<file path="config.mk">
export PLATFORM = sky130hd
export DESIGN_NAME = gpp_port
export DESIGN_NICKNAME = d
export VERILOG_FILES = /design/src/hw/gpp_pkg.sv /design/src/hw/gpp_port.sv
export VERILOG_INCLUDE_DIRS = /design/src /design/src/hw
export SDC_FILE = /design/constraint.sdc
export NUM_CORES = 1
export LEC_CHECK = 0
export ABC_AREA = 1
export BUFFER_PORTS_ARGS = -buffer_cell sky130_fd_sc_hd__buf_2
export CAP_MARGIN = 30
export CORE_MARGIN = 2
export CORE_UTILIZATION = 53
export DETAILED_ROUTE_END_ITERATION = 12
export MAX_ROUTING_LAYER = met4
export PLACE_DENSITY = 0.76
export SLEW_MARGIN = 25
export SYNTH_ARGS = -nofsm -noshare
export SYNTH_HDL_FRONTEND = slang
export SYNTH_SLANG_ARGS = --single-unit
export TNS_END_PERCENT = 100
</file>
<file path="constraint.sdc">
create_clock -name aclk -period 2.65 [get_ports aclk]
set_clock_uncertainty 0.1 [all_clocks]
set_input_delay 0.3975 -clock aclk [delete_from_list [all_inputs] [get_ports aclk]]
set_output_delay 0.3975 -clock aclk [all_outputs]
set_load 0.02 [all_outputs]
</file>
<file path="src/hw/gpp_regs.svh">
// Register offsets, field positions, reset values and timing constants of the GPIO port.
`ifndef GPP_REGS_SVH
`define GPP_REGS_SVH
`define GPP_OFF_DOUT 8'h00
`define GPP_OFF_DIR 8'h04
`define GPP_OFF_PIN 8'h08
`define GPP_OFF_ITYP0 8'h0C
`define GPP_OFF_ITYP1 8'h10
`define GPP_OFF_ISTAT 8'h14
`define GPP_OFF_IMASK 8'h18
`define GPP_OFF_CLKCFG 8'h1C
`define GPP_NPINS 16
`define GPP_IRQ_PINS 13
`define GPP_CF_DIV14 0
`define GPP_CF_EN14 4
`define GPP_CF_STRIDE 8
`define GPP_CF_EN15 12
`define GPP_CF_USB 16
`define GPP_RST_DOUT 16'h0000
`define GPP_RST_DIR 16'h0000
`define GPP_RST_OE 16'h8000
`define GPP_RST_CLKCFG 17'h01000
`define GPP_ACLK_KHZ 20000
`define GPP_CLKOUT_MAX_KHZ 33330
`endif
</file>
<file path="src/hw/gpp_pkg.sv">
// Types shared by the GPIO port.
package gpp_pkg;
    typedef logic [15:0] gpp_pins_t;
    typedef logic [31:0] gpp_word_t;
    typedef logic [7:0] gpp_addr_t;
    typedef enum logic [1:0] {
        GPP_OKAY = 2'h0,
        GPP_SLVERR = 2'h2
    } gpp_resp_t;
    typedef enum logic [2:0] {
        GPP_IT_HIGH = 3'h0,
        GPP_IT_LOW = 3'h1,
        GPP_IT_RISE = 3'h2,
        GPP_IT_FALL = 3'h3,
        GPP_IT_ANY = 3'h4
    } gpp_itype_t;
endpackage : gpp_pkg

</file>
<file path="src/hw/gpp_port.sv">
// Sixteen-pin general-purpose I/O port with interrupts and clock outputs, AXI4-Lite slave.
//
// The implementer's own choices: the AXI4-Lite interface to the registers and the address map.
`timescale 1ns/100ps
`include "gpp_regs.svh"
module gpp_port (
    input wire logic aclk,
    input wire logic aresetn,
    input wire gpp_pkg::gpp_addr_t s_axi_awaddr,
    input wire logic s_axi_awvalid,
    output logic s_axi_awready,
    input wire gpp_pkg::gpp_word_t s_axi_wdata,
    input wire logic [3:0] s_axi_wstrb,
    input wire logic s_axi_wvalid,
    output logic s_axi_wready,
    output gpp_pkg::gpp_resp_t s_axi_bresp,
    output logic s_axi_bvalid,
    input wire logic s_axi_bready,
    input wire gpp_pkg::gpp_addr_t s_axi_araddr,
    input wire logic s_axi_arvalid,
    output logic s_axi_arready,
    output gpp_pkg::gpp_word_t s_axi_rdata,
    output gpp_pkg::gpp_resp_t s_axi_rresp,
    output logic s_axi_rvalid,
    input wire logic s_axi_rready,
    input wire gpp_pkg::gpp_pins_t gpio_in,
    output gpp_pkg::gpp_pins_t gpio_out,
    output gpp_pkg::gpp_pins_t gpio_oe,
    output logic usb_byp_clk,
    output logic irq
);
    import gpp_pkg::*;

    localparam int MIN_HALF_I = (`GPP_ACLK_KHZ + 2 * `GPP_CLKOUT_MAX_KHZ - 1)
                                / (2 * `GPP_CLKOUT_MAX_KHZ);
    localparam logic [4:0] MIN_HALF = (MIN_HALF_I < 1) ? 5'h01 : 5'(MIN_HALF_I);

    function automatic logic hit(input gpp_addr_t a, input gpp_addr_t off);
        return a[7:2] == off[7:2];
    endfunction : hit

    function automatic gpp_word_t merge(input gpp_word_t old, input gpp_word_t nw,
                                        input logic [3:0] st);
        gpp_word_t r;
        r = old;
        for (int b = 0; b < 4; b++) begin
            if (st[b]) begin
                r[8*b +: 8] = nw[8*b +: 8];
            end
        end
        return r;
    endfunction : merge

    // ************************************************************
    // Bus slave
    // ************************************************************
    logic aw_hold_reg, aw_hold_next, w_hold_reg, w_hold_next;
    gpp_addr_t awaddr_reg, awaddr_next;
    gpp_word_t wdata_reg, wdata_next;
    logic [3:0] wstrb_reg, wstrb_next;
    logic bvalid_reg, bvalid_next, rvalid_reg, rvalid_next;
    gpp_resp_t bresp_reg, bresp_next, rresp_reg, rresp_next;
    gpp_word_t rdata_reg, rdata_next;
    logic wr, rd_fire, wr_ok;

    gpp_pins_t dout_reg, dout_next, dir_reg, dir_next, mask_reg, mask_next;
    gpp_pins_t stat_reg, stat_next;
    logic [23:0] ityp0_reg, ityp0_next;
    logic [14:0] ityp1_reg, ityp1_next;
    logic [16:0] clkcfg_reg, clkcfg_next;
    gpp_pins_t s1_reg, s2_reg, s3_reg, stab_reg, prev_reg, stab_next;
    gpp_pins_t out_next, oe_next;
    logic ck_reg [0:1];
    logic ck_next [0:1];
    logic [4:0] cnt_reg [0:1];
    logic [4:0] cnt_next [0:1];
    logic usb_sel;
    logic [38:0] ityp_all;

    assign s_axi_awready = !aw_hold_reg;
    assign s_axi_wready = !w_hold_reg;
    assign s_axi_arready = !rvalid_reg;
    assign s_axi_bvalid = bvalid_reg;
    assign s_axi_bresp = bresp_reg;
    assign s_axi_rvalid = rvalid_reg;
    assign s_axi_rresp = rresp_reg;
    assign s_axi_rdata = rdata_reg;
    assign wr = aw_hold_reg && w_hold_reg && !bvalid_reg;
    assign rd_fire = s_axi_arvalid && !rvalid_reg;
    assign usb_sel = clkcfg_reg[`GPP_CF_USB];
    assign ityp_all = {ityp1_reg, ityp0_reg};

    always_comb begin
        aw_hold_next = aw_hold_reg;
        awaddr_next = awaddr_reg;
        w_hold_next = w_hold_reg;
        wdata_next = wdata_reg;
        wstrb_next = wstrb_reg;
        bvalid_next = bvalid_reg;
        bresp_next = bresp_reg;
        rvalid_next = rvalid_reg;
        rresp_next = rresp_reg;
        rdata_next = rdata_reg;
        wr_ok = hit(awaddr_reg, `GPP_OFF_DOUT) || hit(awaddr_reg, `GPP_OFF_DIR)
             || hit(awaddr_reg, `GPP_OFF_PIN) || hit(awaddr_reg, `GPP_OFF_ITYP0)
             || hit(awaddr_reg, `GPP_OFF_ITYP1) || hit(awaddr_reg, `GPP_OFF_ISTAT)
             || hit(awaddr_reg, `GPP_OFF_IMASK) || hit(awaddr_reg, `GPP_OFF_CLKCFG);
        if (s_axi_awvalid && !aw_hold_reg) begin
            aw_hold_next = 1'b1;
            awaddr_next = s_axi_awaddr;
        end
        if (s_axi_wvalid && !w_hold_reg) begin
            w_hold_next = 1'b1;
            wdata_next = s_axi_wdata;
            wstrb_next = s_axi_wstrb;
        end
        if (wr) begin
            aw_hold_next = 1'b0;
            w_hold_next = 1'b0;
            bvalid_next = 1'b1;
            bresp_next = wr_ok ? GPP_OKAY : GPP_SLVERR;
        end else if (bvalid_reg && s_axi_bready) begin
            bvalid_next = 1'b0;
        end
        if (rd_fire) begin
            rvalid_next = 1'b1;
            rresp_next = GPP_OKAY;
            rdata_next = 32'h0000_0000;
            if (hit(s_axi_araddr, `GPP_OFF_DOUT)) rdata_next[15:0] = dout_reg;
            else if (hit(s_axi_araddr, `GPP_OFF_DIR)) rdata_next[15:0] = dir_reg;
            else if (hit(s_axi_araddr, `GPP_OFF_PIN)) rdata_next[15:0] = stab_reg;
            else if (hit(s_axi_araddr, `GPP_OFF_ITYP0)) rdata_next[23:0] = ityp0_reg;
            else if (hit(s_axi_araddr, `GPP_OFF_ITYP1)) rdata_next[14:0] = ityp1_reg;
            else if (hit(s_axi_araddr, `GPP_OFF_ISTAT)) rdata_next[15:0] = stat_reg;
            else if (hit(s_axi_araddr, `GPP_OFF_IMASK)) rdata_next[15:0] = mask_reg;
            else if (hit(s_axi_araddr, `GPP_OFF_CLKCFG)) rdata_next[16:0] = clkcfg_reg;
            else rresp_next = GPP_SLVERR;
        end else if (rvalid_reg && s_axi_rready) begin
            rvalid_next = 1'b0;
        end
    end

    always_ff @(posedge aclk) begin
        if (!aresetn) begin
            aw_hold_reg <= 1'b0;
            awaddr_reg <= 8'h00;
            w_hold_reg <= 1'b0;
            wdata_reg <= 32'h0000_0000;
            wstrb_reg <= 4'h0;
            bvalid_reg <= 1'b0;
            bresp_reg <= GPP_OKAY;
            rvalid_reg <= 1'b0;
            rresp_reg <= GPP_OKAY;
            rdata_reg <= 32'h0000_0000;
        end else begin
            aw_hold_reg <= aw_hold_next;
            awaddr_reg <= awaddr_next;
            w_hold_reg <= w_hold_next;
            wdata_reg <= wdata_next;
            wstrb_reg <= wstrb_next;
            bvalid_reg <= bvalid_next;
            bresp_reg <= bresp_next;
            rvalid_reg <= rvalid_next;
            rresp_reg <= rresp_next;
            rdata_reg <= rdata_next;
        end
    end

    // ************************************************************
    // Registers and interrupt status
    // ************************************************************
    always_comb begin
        gpp_word_t wm;
        logic clr;
        wm = 32'h0000_0000;
        clr = rd_fire && hit(s_axi_araddr, `GPP_OFF_ISTAT);
        dout_next = dout_reg;
        dir_next = dir_reg;
        mask_next = mask_reg;
        ityp0_next = ityp0_reg;
        ityp1_next = ityp1_reg;
        clkcfg_next = clkcfg_reg;
        if (wr) begin
            if (hit(awaddr_reg, `GPP_OFF_DOUT)) begin
                wm = merge({16'h0000, dout_reg}, wdata_reg, wstrb_reg);
                dout_next = wm[15:0];
            end
            if (hit(awaddr_reg, `GPP_OFF_DIR)) begin
                wm = merge({16'h0000, dir_reg}, wdata_reg, wstrb_reg);
                dir_next = wm[15:0];
            end
            if (hit(awaddr_reg, `GPP_OFF_IMASK)) begin
                wm = merge({16'h0000, mask_reg}, wdata_reg, wstrb_reg);
                mask_next = wm[15:0];
            end
            if (hit(awaddr_reg, `GPP_OFF_ITYP0)) begin
                wm = merge({8'h00, ityp0_reg}, wdata_reg, wstrb_reg);
                ityp0_next = wm[23:0];
            end
            if (hit(awaddr_reg, `GPP_OFF_ITYP1)) begin
                wm = merge({17'h00000, ityp1_reg}, wdata_reg, wstrb_reg);
                ityp1_next = wm[14:0];
            end
            if (hit(awaddr_reg, `GPP_OFF_CLKCFG)) begin
                wm = merge({15'h0000, clkcfg_reg}, wdata_reg, wstrb_reg);
                clkcfg_next = wm[16:0];
            end
        end
        // A new edge in the cycle of the clearing read wins, so no event is lost.
        stat_next = 16'h0000;
        for (int i = 0; i < `GPP_IRQ_PINS; i++) begin
            logic live, rise, fall, kept;
            live = !dir_reg[i] && !(i == 1 && usb_sel);
            rise = stab_reg[i] && !prev_reg[i];
            fall = !stab_reg[i] && prev_reg[i];
            kept = stat_reg[i] && !clr;
            case (gpp_itype_t'(ityp_all[3*i +: 3]))
                GPP_IT_HIGH: stat_next[i] = live && stab_reg[i];
                GPP_IT_LOW: stat_next[i] = live && !stab_reg[i];
                GPP_IT_RISE: stat_next[i] = kept || (live && rise);
                GPP_IT_FALL: stat_next[i] = kept || (live && fall);
                GPP_IT_ANY: stat_next[i] = kept || (live && (rise || fall));
                default: stat_next[i] = 1'b0;
            endcase
        end
    end

    always_ff @(posedge aclk) begin
        if (!aresetn) begin
            dout_reg <= `GPP_RST_DOUT;
            dir_reg <= `GPP_RST_DIR;
            mask_reg <= 16'h0000;
            stat_reg <= 16'h0000;
            ityp0_reg <= 24'h000000;
            ityp1_reg <= 15'h0000;
            clkcfg_reg <= `GPP_RST_CLKCFG;
        end else begin
            dout_reg <= dout_next;
            dir_reg <= dir_next;
            mask_reg <= mask_next;
            stat_reg <= stat_next;
            ityp0_reg <= ityp0_next;
            ityp1_reg <= ityp1_next;
            clkcfg_reg <= clkcfg_next;
        end
    end

    assign irq = |(stat_reg & mask_reg);

    // ************************************************************
    // Pins: synchronisers, clock outputs, drivers
    // ************************************************************
    // A change is taken only when stages two and three agree, which rejects one-cycle glitches.
    always_comb begin
        stab_next = stab_reg;
        for (int i = 0; i < `GPP_NPINS; i++) begin
            if (s2_reg[i] == s3_reg[i]) stab_next[i] = s3_reg[i];
        end
    end

    generate
        for (genvar k = 0; k < 2; k++) begin : g_clk
            logic [4:0] half;
            logic en;
            always_comb begin
                en = clkcfg_reg[`GPP_CF_EN14 + `GPP_CF_STRIDE * k];
                half = {1'b0, clkcfg_reg[`GPP_CF_DIV14 + `GPP_CF_STRIDE * k +: 4]} + 5'h01;
                if (half < MIN_HALF) half = MIN_HALF;
                cnt_next[k] = cnt_reg[k] + 5'h01;
                ck_next[k] = ck_reg[k];
                if (!en) begin
                    cnt_next[k] = 5'h00;
                    ck_next[k] = 1'b0;
                end else if (cnt_reg[k] >= half - 5'h01) begin
                    cnt_next[k] = 5'h00;
                    ck_next[k] = !ck_reg[k];
                end
            end
            always_ff @(posedge aclk) begin
                if (!aresetn) begin
                    cnt_reg[k] <= 5'h00;
                    ck_reg[k] <= 1'b0;
                end else begin
                    cnt_reg[k] <= cnt_next[k];
                    ck_reg[k] <= ck_next[k];
                end
            end
        end
    endgenerate

    always_comb begin
        out_next = dout_reg;
        oe_next = dir_reg;
        if (usb_sel) oe_next[1] = 1'b0;
        if (g_clk[0].en) begin
            oe_next[14] = 1'b1;
            out_next[14] = ck_reg[0];
        end
        if (g_clk[1].en) begin
            oe_next[15] = 1'b1;
            out_next[15] = ck_reg[1];
        end
    end

    always_ff @(posedge aclk) begin
        if (!aresetn) begin
            s1_reg <= 16'h0000;
            s2_reg <= 16'h0000;
            s3_reg <= 16'h0000;
            stab_reg <= 16'h0000;
            prev_reg <= 16'h0000;
            gpio_out <= `GPP_RST_DOUT;
            gpio_oe <= `GPP_RST_OE;
        end else begin
            s1_reg <= gpio_in;
            s2_reg <= s1_reg;
            s3_reg <= s2_reg;
            stab_reg <= stab_next;
            prev_reg <= stab_reg;
            gpio_out <= out_next;
            gpio_oe <= oe_next;
        end
    end

    // The bypass clock is far faster than aclk, so it is gated straight through, never sampled.
    assign usb_byp_clk = usb_sel & gpio_in[1];

    // ************************************************************
    // Assertions
    // ************************************************************
    a_dir_to_oe: assert property (@(posedge aclk) disable iff (!aresetn)
        1'b1 |=> gpio_oe[13:2] == $past(dir_reg[13:2]) && gpio_oe[0] == $past(dir_reg[0]))
        else $error("pin drive does not follow direction");
    a_no_high_irq: assert property (@(posedge aclk) disable iff (!aresetn)
        stat_reg[15:13] == 3'h0 and (dir_reg[0] |=> !$rose(stat_reg[0]))
        and ((dir_reg[1] || usb_sel) |=> !$rose(stat_reg[1])))
        else $error("interrupt on pin without capability");
    a_rise_latch: assert property (@(posedge aclk) disable iff (!aresetn)
        (ityp0_reg[8:6] == GPP_IT_RISE && !dir_reg[2] && stab_reg[2] && !prev_reg[2])
        |=> stat_reg[2] ##0 (!mask_reg[2] || irq))
        else $error("rising edge not latched");
    a_clk_drive: assert property (@(posedge aclk) disable iff (!aresetn)
        g_clk[0].en |=> gpio_oe[14] && gpio_out[14] == $past(ck_reg[0]))
        else $error("clock output not on pin 14");
    a_clk_rate: assert property (@(posedge aclk) disable iff (!aresetn)
        (g_clk[1].en && $past(g_clk[1].en) && ck_reg[1] != $past(ck_reg[1]))
        |-> $past(cnt_reg[1]) + 5'h01 >= $past(g_clk[1].half))
        else $error("clock output too fast");
    a_reset_inputs: assert property (@(posedge aclk)
        !aresetn |=> gpio_oe == `GPP_RST_OE && dir_reg == 16'h0000)
        else $error("pins not inputs after reset");
    a_reset_clk15: assert property (@(posedge aclk)
        !aresetn ##1 aresetn [*3] |=> gpio_oe[15] && g_clk[1].en)
        else $error("pin 15 not driving clock after reset");
    a_usb_bypass: assert property (@(posedge aclk) disable iff (!aresetn)
        usb_sel |=> !gpio_oe[1] && usb_byp_clk == gpio_in[1])
        else $error("bypass clock path broken");
    a_edge_sticky: assert property (@(posedge aclk) disable iff (!aresetn)
        (stat_reg[4] && ityp0_reg[14:12] == GPP_IT_ANY
         && !(rd_fire && hit(s_axi_araddr, `GPP_OFF_ISTAT))
         && $stable(ityp0_reg)) |=> stat_reg[4])
        else $error("edge flag lost without clear");
    c_write: cover property (@(posedge aclk) disable iff (!aresetn) wr);
    c_read_clr: cover property (@(posedge aclk) disable iff (!aresetn)
        rd_fire && hit(s_axi_araddr, `GPP_OFF_ISTAT) && stat_reg != 16'h0000);
    c_irq: cover property (@(posedge aclk) disable iff (!aresetn) $rose(irq));
endmodule : gpp_port

</file>
**After elaboration in Yosys (flattened, before gate mapping)**

Memories as Yosys holds them, arrays and structs flattened.
Cells that the tools add are included.

- Output and inout port bits: 75
- RAM bits: 12
- Memories: 2
- Bits in registers: 296

- Add/sub/neg operators: 6
- Equal/unequal tests: 82
- Reduce and logical (&&, ||, !) cells: 254
- Order comparisons: 4
- Multiplexer cells: 60
- Bitwise gates (word level): 7

Memories:

| name | depth | bits a word | rd ports | clocked after memory_dff | write ports | line | RTL |
|---|---|---|---|---|---|---|---|
| cnt_reg | 2 | 5 | 2 | 0 | 2 | gpp_port.sv:75 | `logic [4:0] cnt_reg [0:1];` |
| ck_reg | 2 | 1 | 2 | 0 | 2 | gpp_port.sv:73 | `logic ck_reg [0:1];` |

Operators with widths:

| cell | count |
|---|---|
| logical AND 1 bit | 113 |
| two-way mux 16 bit | 5 |
| == test 3 x 2 -> 1 bit, second input constant | 26 |
| one-hot mux 1 bit (5 select lines) | 13 |
| logical OR 1 bit | 59 |
| == test 6 x 3 -> 1 bit, second input constant | 8 |
| logical NOT 1 bit | 47 |
| AND reduction 3 bit | 14 |
| two-way mux 5 bit | 8 |
| == test 3 x 1 -> 1 bit, second input constant | 13 |
| == test 3 bit, second input constant | 13 |
| logical NOT 3 bit | 13 |
| two-way mux 17 bit | 2 |
| == test 6 x 2 -> 1 bit, second input constant | 4 |
| two-way mux 8 bit | 3 |
| two-way mux 2 bit | 10 |
| two-way mux 1 bit | 17 |
| bitwise AND 16 bit | 1 |
| == test 1 bit | 16 |
| OR reduction 16 bit | 1 |
| two-way mux 15 bit | 1 |
| == test 6 x 1 -> 1 bit, second input constant | 2 |
| logical NOT 6 bit | 2 |
| adder 4 x 1 -> 5 bit, second input constant | 2 |
| 10 further kinds | 20 |

**Depth between registers and ports, before layout**

- Depth after elaboration: 9
- Mapped depth: 15
- Depth with buffers taken out: 15

**Worst setup path before layout**

OpenSTA, ideal clock, no wires.

- Kind: register to register
- Start point: reg clkcfg_reg[8]
- End point: mem cnt_reg[1][2]
- Cell stages (with the launch flop): 16
- Arrival: 2.492 ns
- Path slack: -0.020 ns
- Cells stage by stage: dfxtp_1 ha_1 nand2_1 inv_1 nor2_1 nor2_1 a21boi_0 ha_1 nand2_1 xor2_1 ha_1 a21oi_1 o221ai_1 nor2_1 nand3_1 nor3_1

RTL lines:

| item | line | RTL |
|---|---|---|
| from (decl) | gpp_port.sv:70 | `logic [16:0] clkcfg_reg, clkcfg_next;` |
| from (signal assigned) | gpp_port.sv:236 | `` clkcfg_reg <= `GPP_RST_CLKCFG; `` |
| from (signal assigned) | gpp_port.sv:244 | `clkcfg_reg <= clkcfg_next;` |
| to (decl) | gpp_port.sv:75 |  |

==> metrics list <==
* Run status: finished, violations left
* Failing checks: negative setup slack
* GRT Overall Usage: a little over a quarter
* Hold Startpoint: s_axi_awaddr[4]
* CTS Sinks: about 300
- In the post-route analysis, the smallest setup slack over all paths is -0.0312 ns.
- For the worst setup path, the data arrival time is roughly 3.1 ns.
* Max-cap check violation count: 0
- Min Clock Period, post-route: 2.68 ns
* Worst vdd rail ir drop: a little under 600 uV
- In this run the static leakage power is 0.00720 uW.
* CP max stage cell: sky130_fd_sc_hd__dfxtp_4
- Sequential elements use 47.6% of the synthesized area.
- Dividing the synthesized area by the synthesized cell count gives roughly 7.5 sq um.
- Clock insertion delay at the later pin of the skew report: between 0.5 and 0.6 ns
- The total area inside the core boundary comes to roughly 23000 sq um.
- The number of buffers and inverters on the critical path is 1.
- At the pin with the least slew margin, the transition time is roughly 0.97 ns.
- Of the cells placed in the final design, the portion with a size suffix greater than 1 is ~14%.
- The floorplan step defined a die boundary enclosing around 25000 sq um.
- The initial antenna violation count was 0.
* Via count: around 12k
- Dominant cell type by area after synthesis: sky130_fd_sc_hd__dfxtp_1
- Rel. slew slack: roughly a third
- Category of the worst setup path launch point: flip-flop
* Synth cell types: between 40 and 50
* Post-route DRC: 0
- Worst path cell trace: ha_4 -> nor2_2 -> nor2_4 -> nor2_2 -> a21boi_2 -> ha_2 -> buf_4 -> xnor2_1 -> ha_1 -> a21oi_1 -> o221ai_2 -> nor2_2 -> nand3_4 -> nor3_2
- The count of final hold-check violations came to 0.
- The count of nets left with antenna violations once routing finished came out at 0.
- Layout Nets: between 1.5k and 2k
- Of all nets on the critical path, the largest fanout is 5.
- Die boundary height: approximately 160 microns
- Per report_power, the combinational group accounts for between 5 and 6% of the total.
* Critical path depth in cells: 14
* Clock tree from TritonCTS: built
- Number of buffers created by CTS: 30
- Via density: 5.27
- The internal power of the cells totals ~7500 uW.
* Number of global-route vias before repair: about 11k
- Synthesized netlist cell count: around 1.7k
* Type of the worst setup path: reg2reg
- Origin of the critical flop-to-flop path: clkcfg_reg[8]$_SDFFE_PN0P_
- In the final routed layout, each cell accounts on average for 15.2 microns.
- Input and output buffers added on the ports amount to between 100 and 150.
- In this run the deepest clock path goes through 3 buffers.
- Yosys attributes the largest share of cell area to sky130_fd_sc_hd__dfxtp_1, sky130_fd_sc_hd__nor2_1, sky130_fd_sc_hd__nand2_1.
- Of the available clock period, the critical path in the final layout requires 101%.
* Final global-route overflow total: 0
* Reg clk slew, reported paths: about 0.060 ns
- The first global-routing pass estimated around 53000 microns of wire.
- Flops & latches, synth: ~300
- Before antenna repair, the detailed router went through 5 iterations.
- Layout-stage area growth over the synthesis result: 20.5%
- At the end of routability-driven placement, the weighted congestion stood at around 0.94.
- Counting cells, the worst reg-to-reg path comes to 14.
- Site Rows: 56
- Post-synth top flop: sky130_fd_sc_hd__dfxtp_1
- Across all hold checks on the routed design, the worst slack comes to about 0.025 ns.
* Die width: about 160 microns
- By count the netlist is led by sky130_fd_sc_hd__nor2_1, sky130_fd_sc_hd__dfxtp_1, sky130_fd_sc_hd__nand2_1.
- In this run the count of I/O pins placed on the die edge is 150.
* Largest stage delay on the critical path: 0.35 ns
- Among cell families on the critical path, the largest total delay comes from simple AND/OR/NAND/NOR gates.
- Counting stages on the worst path, the most repeated cell is sky130_fd_sc_hd__nor2_2.
* Detailed-route wire length: 33500 microns
- For this block, the initial DRC count from the detailed router was 939.
- For this design the ratio of total power to cell area is between 600 and 700 nW/um^2.
* Area fraction of the dominant cell type after synthesis: ~48%
* Setup violations, final: 1
- Summed over all failing endpoints, the final setup total negative slack is -0.0312 ns.
* Library cell used as clock root buffer: sky130_fd_sc_hd__clkbuf_16
* Initial Util: a little over half
- Setup repair after global routing could not meet its margin everywhere.
- In this run the cell area of the synthesized design comes to 12600 sq um.
- For the worst setup path, the data required time is a little over 3 ns.
- STA classifies the critical path endpoint as a flip-flop.
- The repair_antennas step left the layout with diodes totalling 0.
* H-tree Lvls: 1
- Achievable frequency: around 370 MHz
- In the post-synthesis netlist, the cell with the most instances is sky130_fd_sc_hd__nor2_1.
* Part of the power in registers: ~49%
* Largest net degree at the start of global routing: 105
- Proportion of power drawn by the clock network: between 40% and 50%
- Net switching power figure: 2200 uW
* Type of the tightest min-delay check: in2reg
- Number of synthesized flops with an enable pin: 0
- Startpoint of the most critical setup path: clkcfg_reg[8]$_SDFFE_PN0P_
- Number of max-slew violations in the final report: 0
- Async set-reset flop share out of synthesis: 0%
* Depth of the worst hold-timing path: 3
- Half-perimeter wire length after detailed placement: approximately 23000 microns
- During synthesis, Yosys emitted a total of 0 warnings.
- Switching power share of the total: approximately 23%
worst reg2reg max path: cells and delay by family (launching register included):
kind | cells | cell delay (ns)
XOR/XNOR | 1 | 0.17
buffers and inverters | 1 | 0.13
AND/OR/NAND/NOR | 6 | 0.83
adder cells (fa/ha/maj) | 3 | 0.64
AO/OA/AOI/OAI | 3 | 0.40
flip-flops | 1 | 0.35
power groups by stage:
| stage | Combinational, uW | Sequential (uW) | Clock, uW |
|---|---|---|---|
| after floorplan | 310 | 4800 | 0 |
| after global placement | 453 | 4810 | 0 |
| after detailed placement | 462 | 4810 | 0 |
| after CTS | 519 | 4710 | 4500 |
| after global routing | 587 | 4720 | 4680 |
| final | 525 | 4720 | 4450 |
cells in the final DEF, fill, tap and decap left out, types with 6 or more instances in the layout:
cell type	count
sky130_fd_sc_hd__nand2_1	275
sky130_fd_sc_hd__nand3_1	62
sky130_fd_sc_hd__buf_2	125
sky130_fd_sc_hd__xor2_1	10
sky130_fd_sc_hd__nor2_4	11
sky130_fd_sc_hd__o21bai_1	13
sky130_fd_sc_hd__nor3_1	9
sky130_fd_sc_hd__inv_1	209
sky130_fd_sc_hd__o21ai_0	142
sky130_fd_sc_hd__conb_1	10
sky130_fd_sc_hd__nand4_1	16
sky130_fd_sc_hd__clkbuf_16	30
sky130_fd_sc_hd__dlygate4sd3_1	48
sky130_fd_sc_hd__nand2_2	7
sky130_fd_sc_hd__a21oi_1	122
sky130_fd_sc_hd__nor2_1	294
sky130_fd_sc_hd__clkbuf_8	7
sky130_fd_sc_hd__inv_2	16
sky130_fd_sc_hd__dfxtp_1	296
sky130_fd_sc_hd__buf_4	18
sky130_fd_sc_hd__clkinv_2	7
sky130_fd_sc_hd__o21ai_1	28
sky130_fd_sc_hd__a22oi_1	11
sky130_fd_sc_hd__nor2_2	14
sky130_fd_sc_hd__ha_1	40
sky130_fd_sc_hd__clkbuf_1	6
worst paths after layout:
| kind | to | slack [ns] |
|---|---|---|
| worst min register to register | s2_reg[6]$_SDFF_PN0_ | 0.31 |
| worst min-delay path | awaddr_reg[4]$_SDFFE_PN0P_ | 0.03 |
| worst max-delay path | cnt_reg[1][2]$_SDFF_PP0_ | -0.03 |
| worst max register to register | cnt_reg[1][2]$_SDFF_PP0_ | -0.03 |
cell families after synthesis:
group	synth area share (%)
buf+inv	9.39
simple gates	23.2
xor+xnor	1.04
compound gates	14.6
fa+ha+maj	4.16
other cells	0.0297
flops	47.6
metal layers:
metal / share of wire, % / global-route usage, % / vias to the layer above
met5: 0 / - / -
li1: - / - / 5705
met2: 47 / 45.9 / 433
met3: 6.5 / 3.57 / 104
met4: 4.5 / 11.5 / 0
met1: 42 / 32.8 / 5383
metrics by stage:
stage          setup WS [ns]  total power (uW)  cell area [sq um]  util [%]  cells
6_report             -0.0312              9690              15200      64.9   2206
2_1_floorplan         0.0377              5100              12700         -   1702
3_3_place_gp         -0.0142              5270              13500      57.7   2099
3_5_place_dp         -0.0912              5280              13500      57.7   2099
5_1_grt               -0.216              9990              15200      64.9   2206
4_1_cts              -0.0110              9730              15100      64.4   2206
final cells by class:
class                           instances  area, sq um
Multi-Input combinational cell       1108         5600
Clock buffer                           43          870
Timing Repair Buffer                  196         1320
Tap cell                              319          399
Inverter                              226          848
Sequential cell                       301         6030
Clock inverter                         13          179
Fill cell                            2009         8230
what timing repair did:
item / 4_1_cts / 5_1_grt
hold endpoints to repair: 48 / 0
pin swaps: 7 / 15
gates resized for setup: 9 / 29
setup endpoints to repair: 8 / 12
buffers inserted: 3 / 0
hold buffers: 48 / 0
Power figures use the tool's default switching activity.
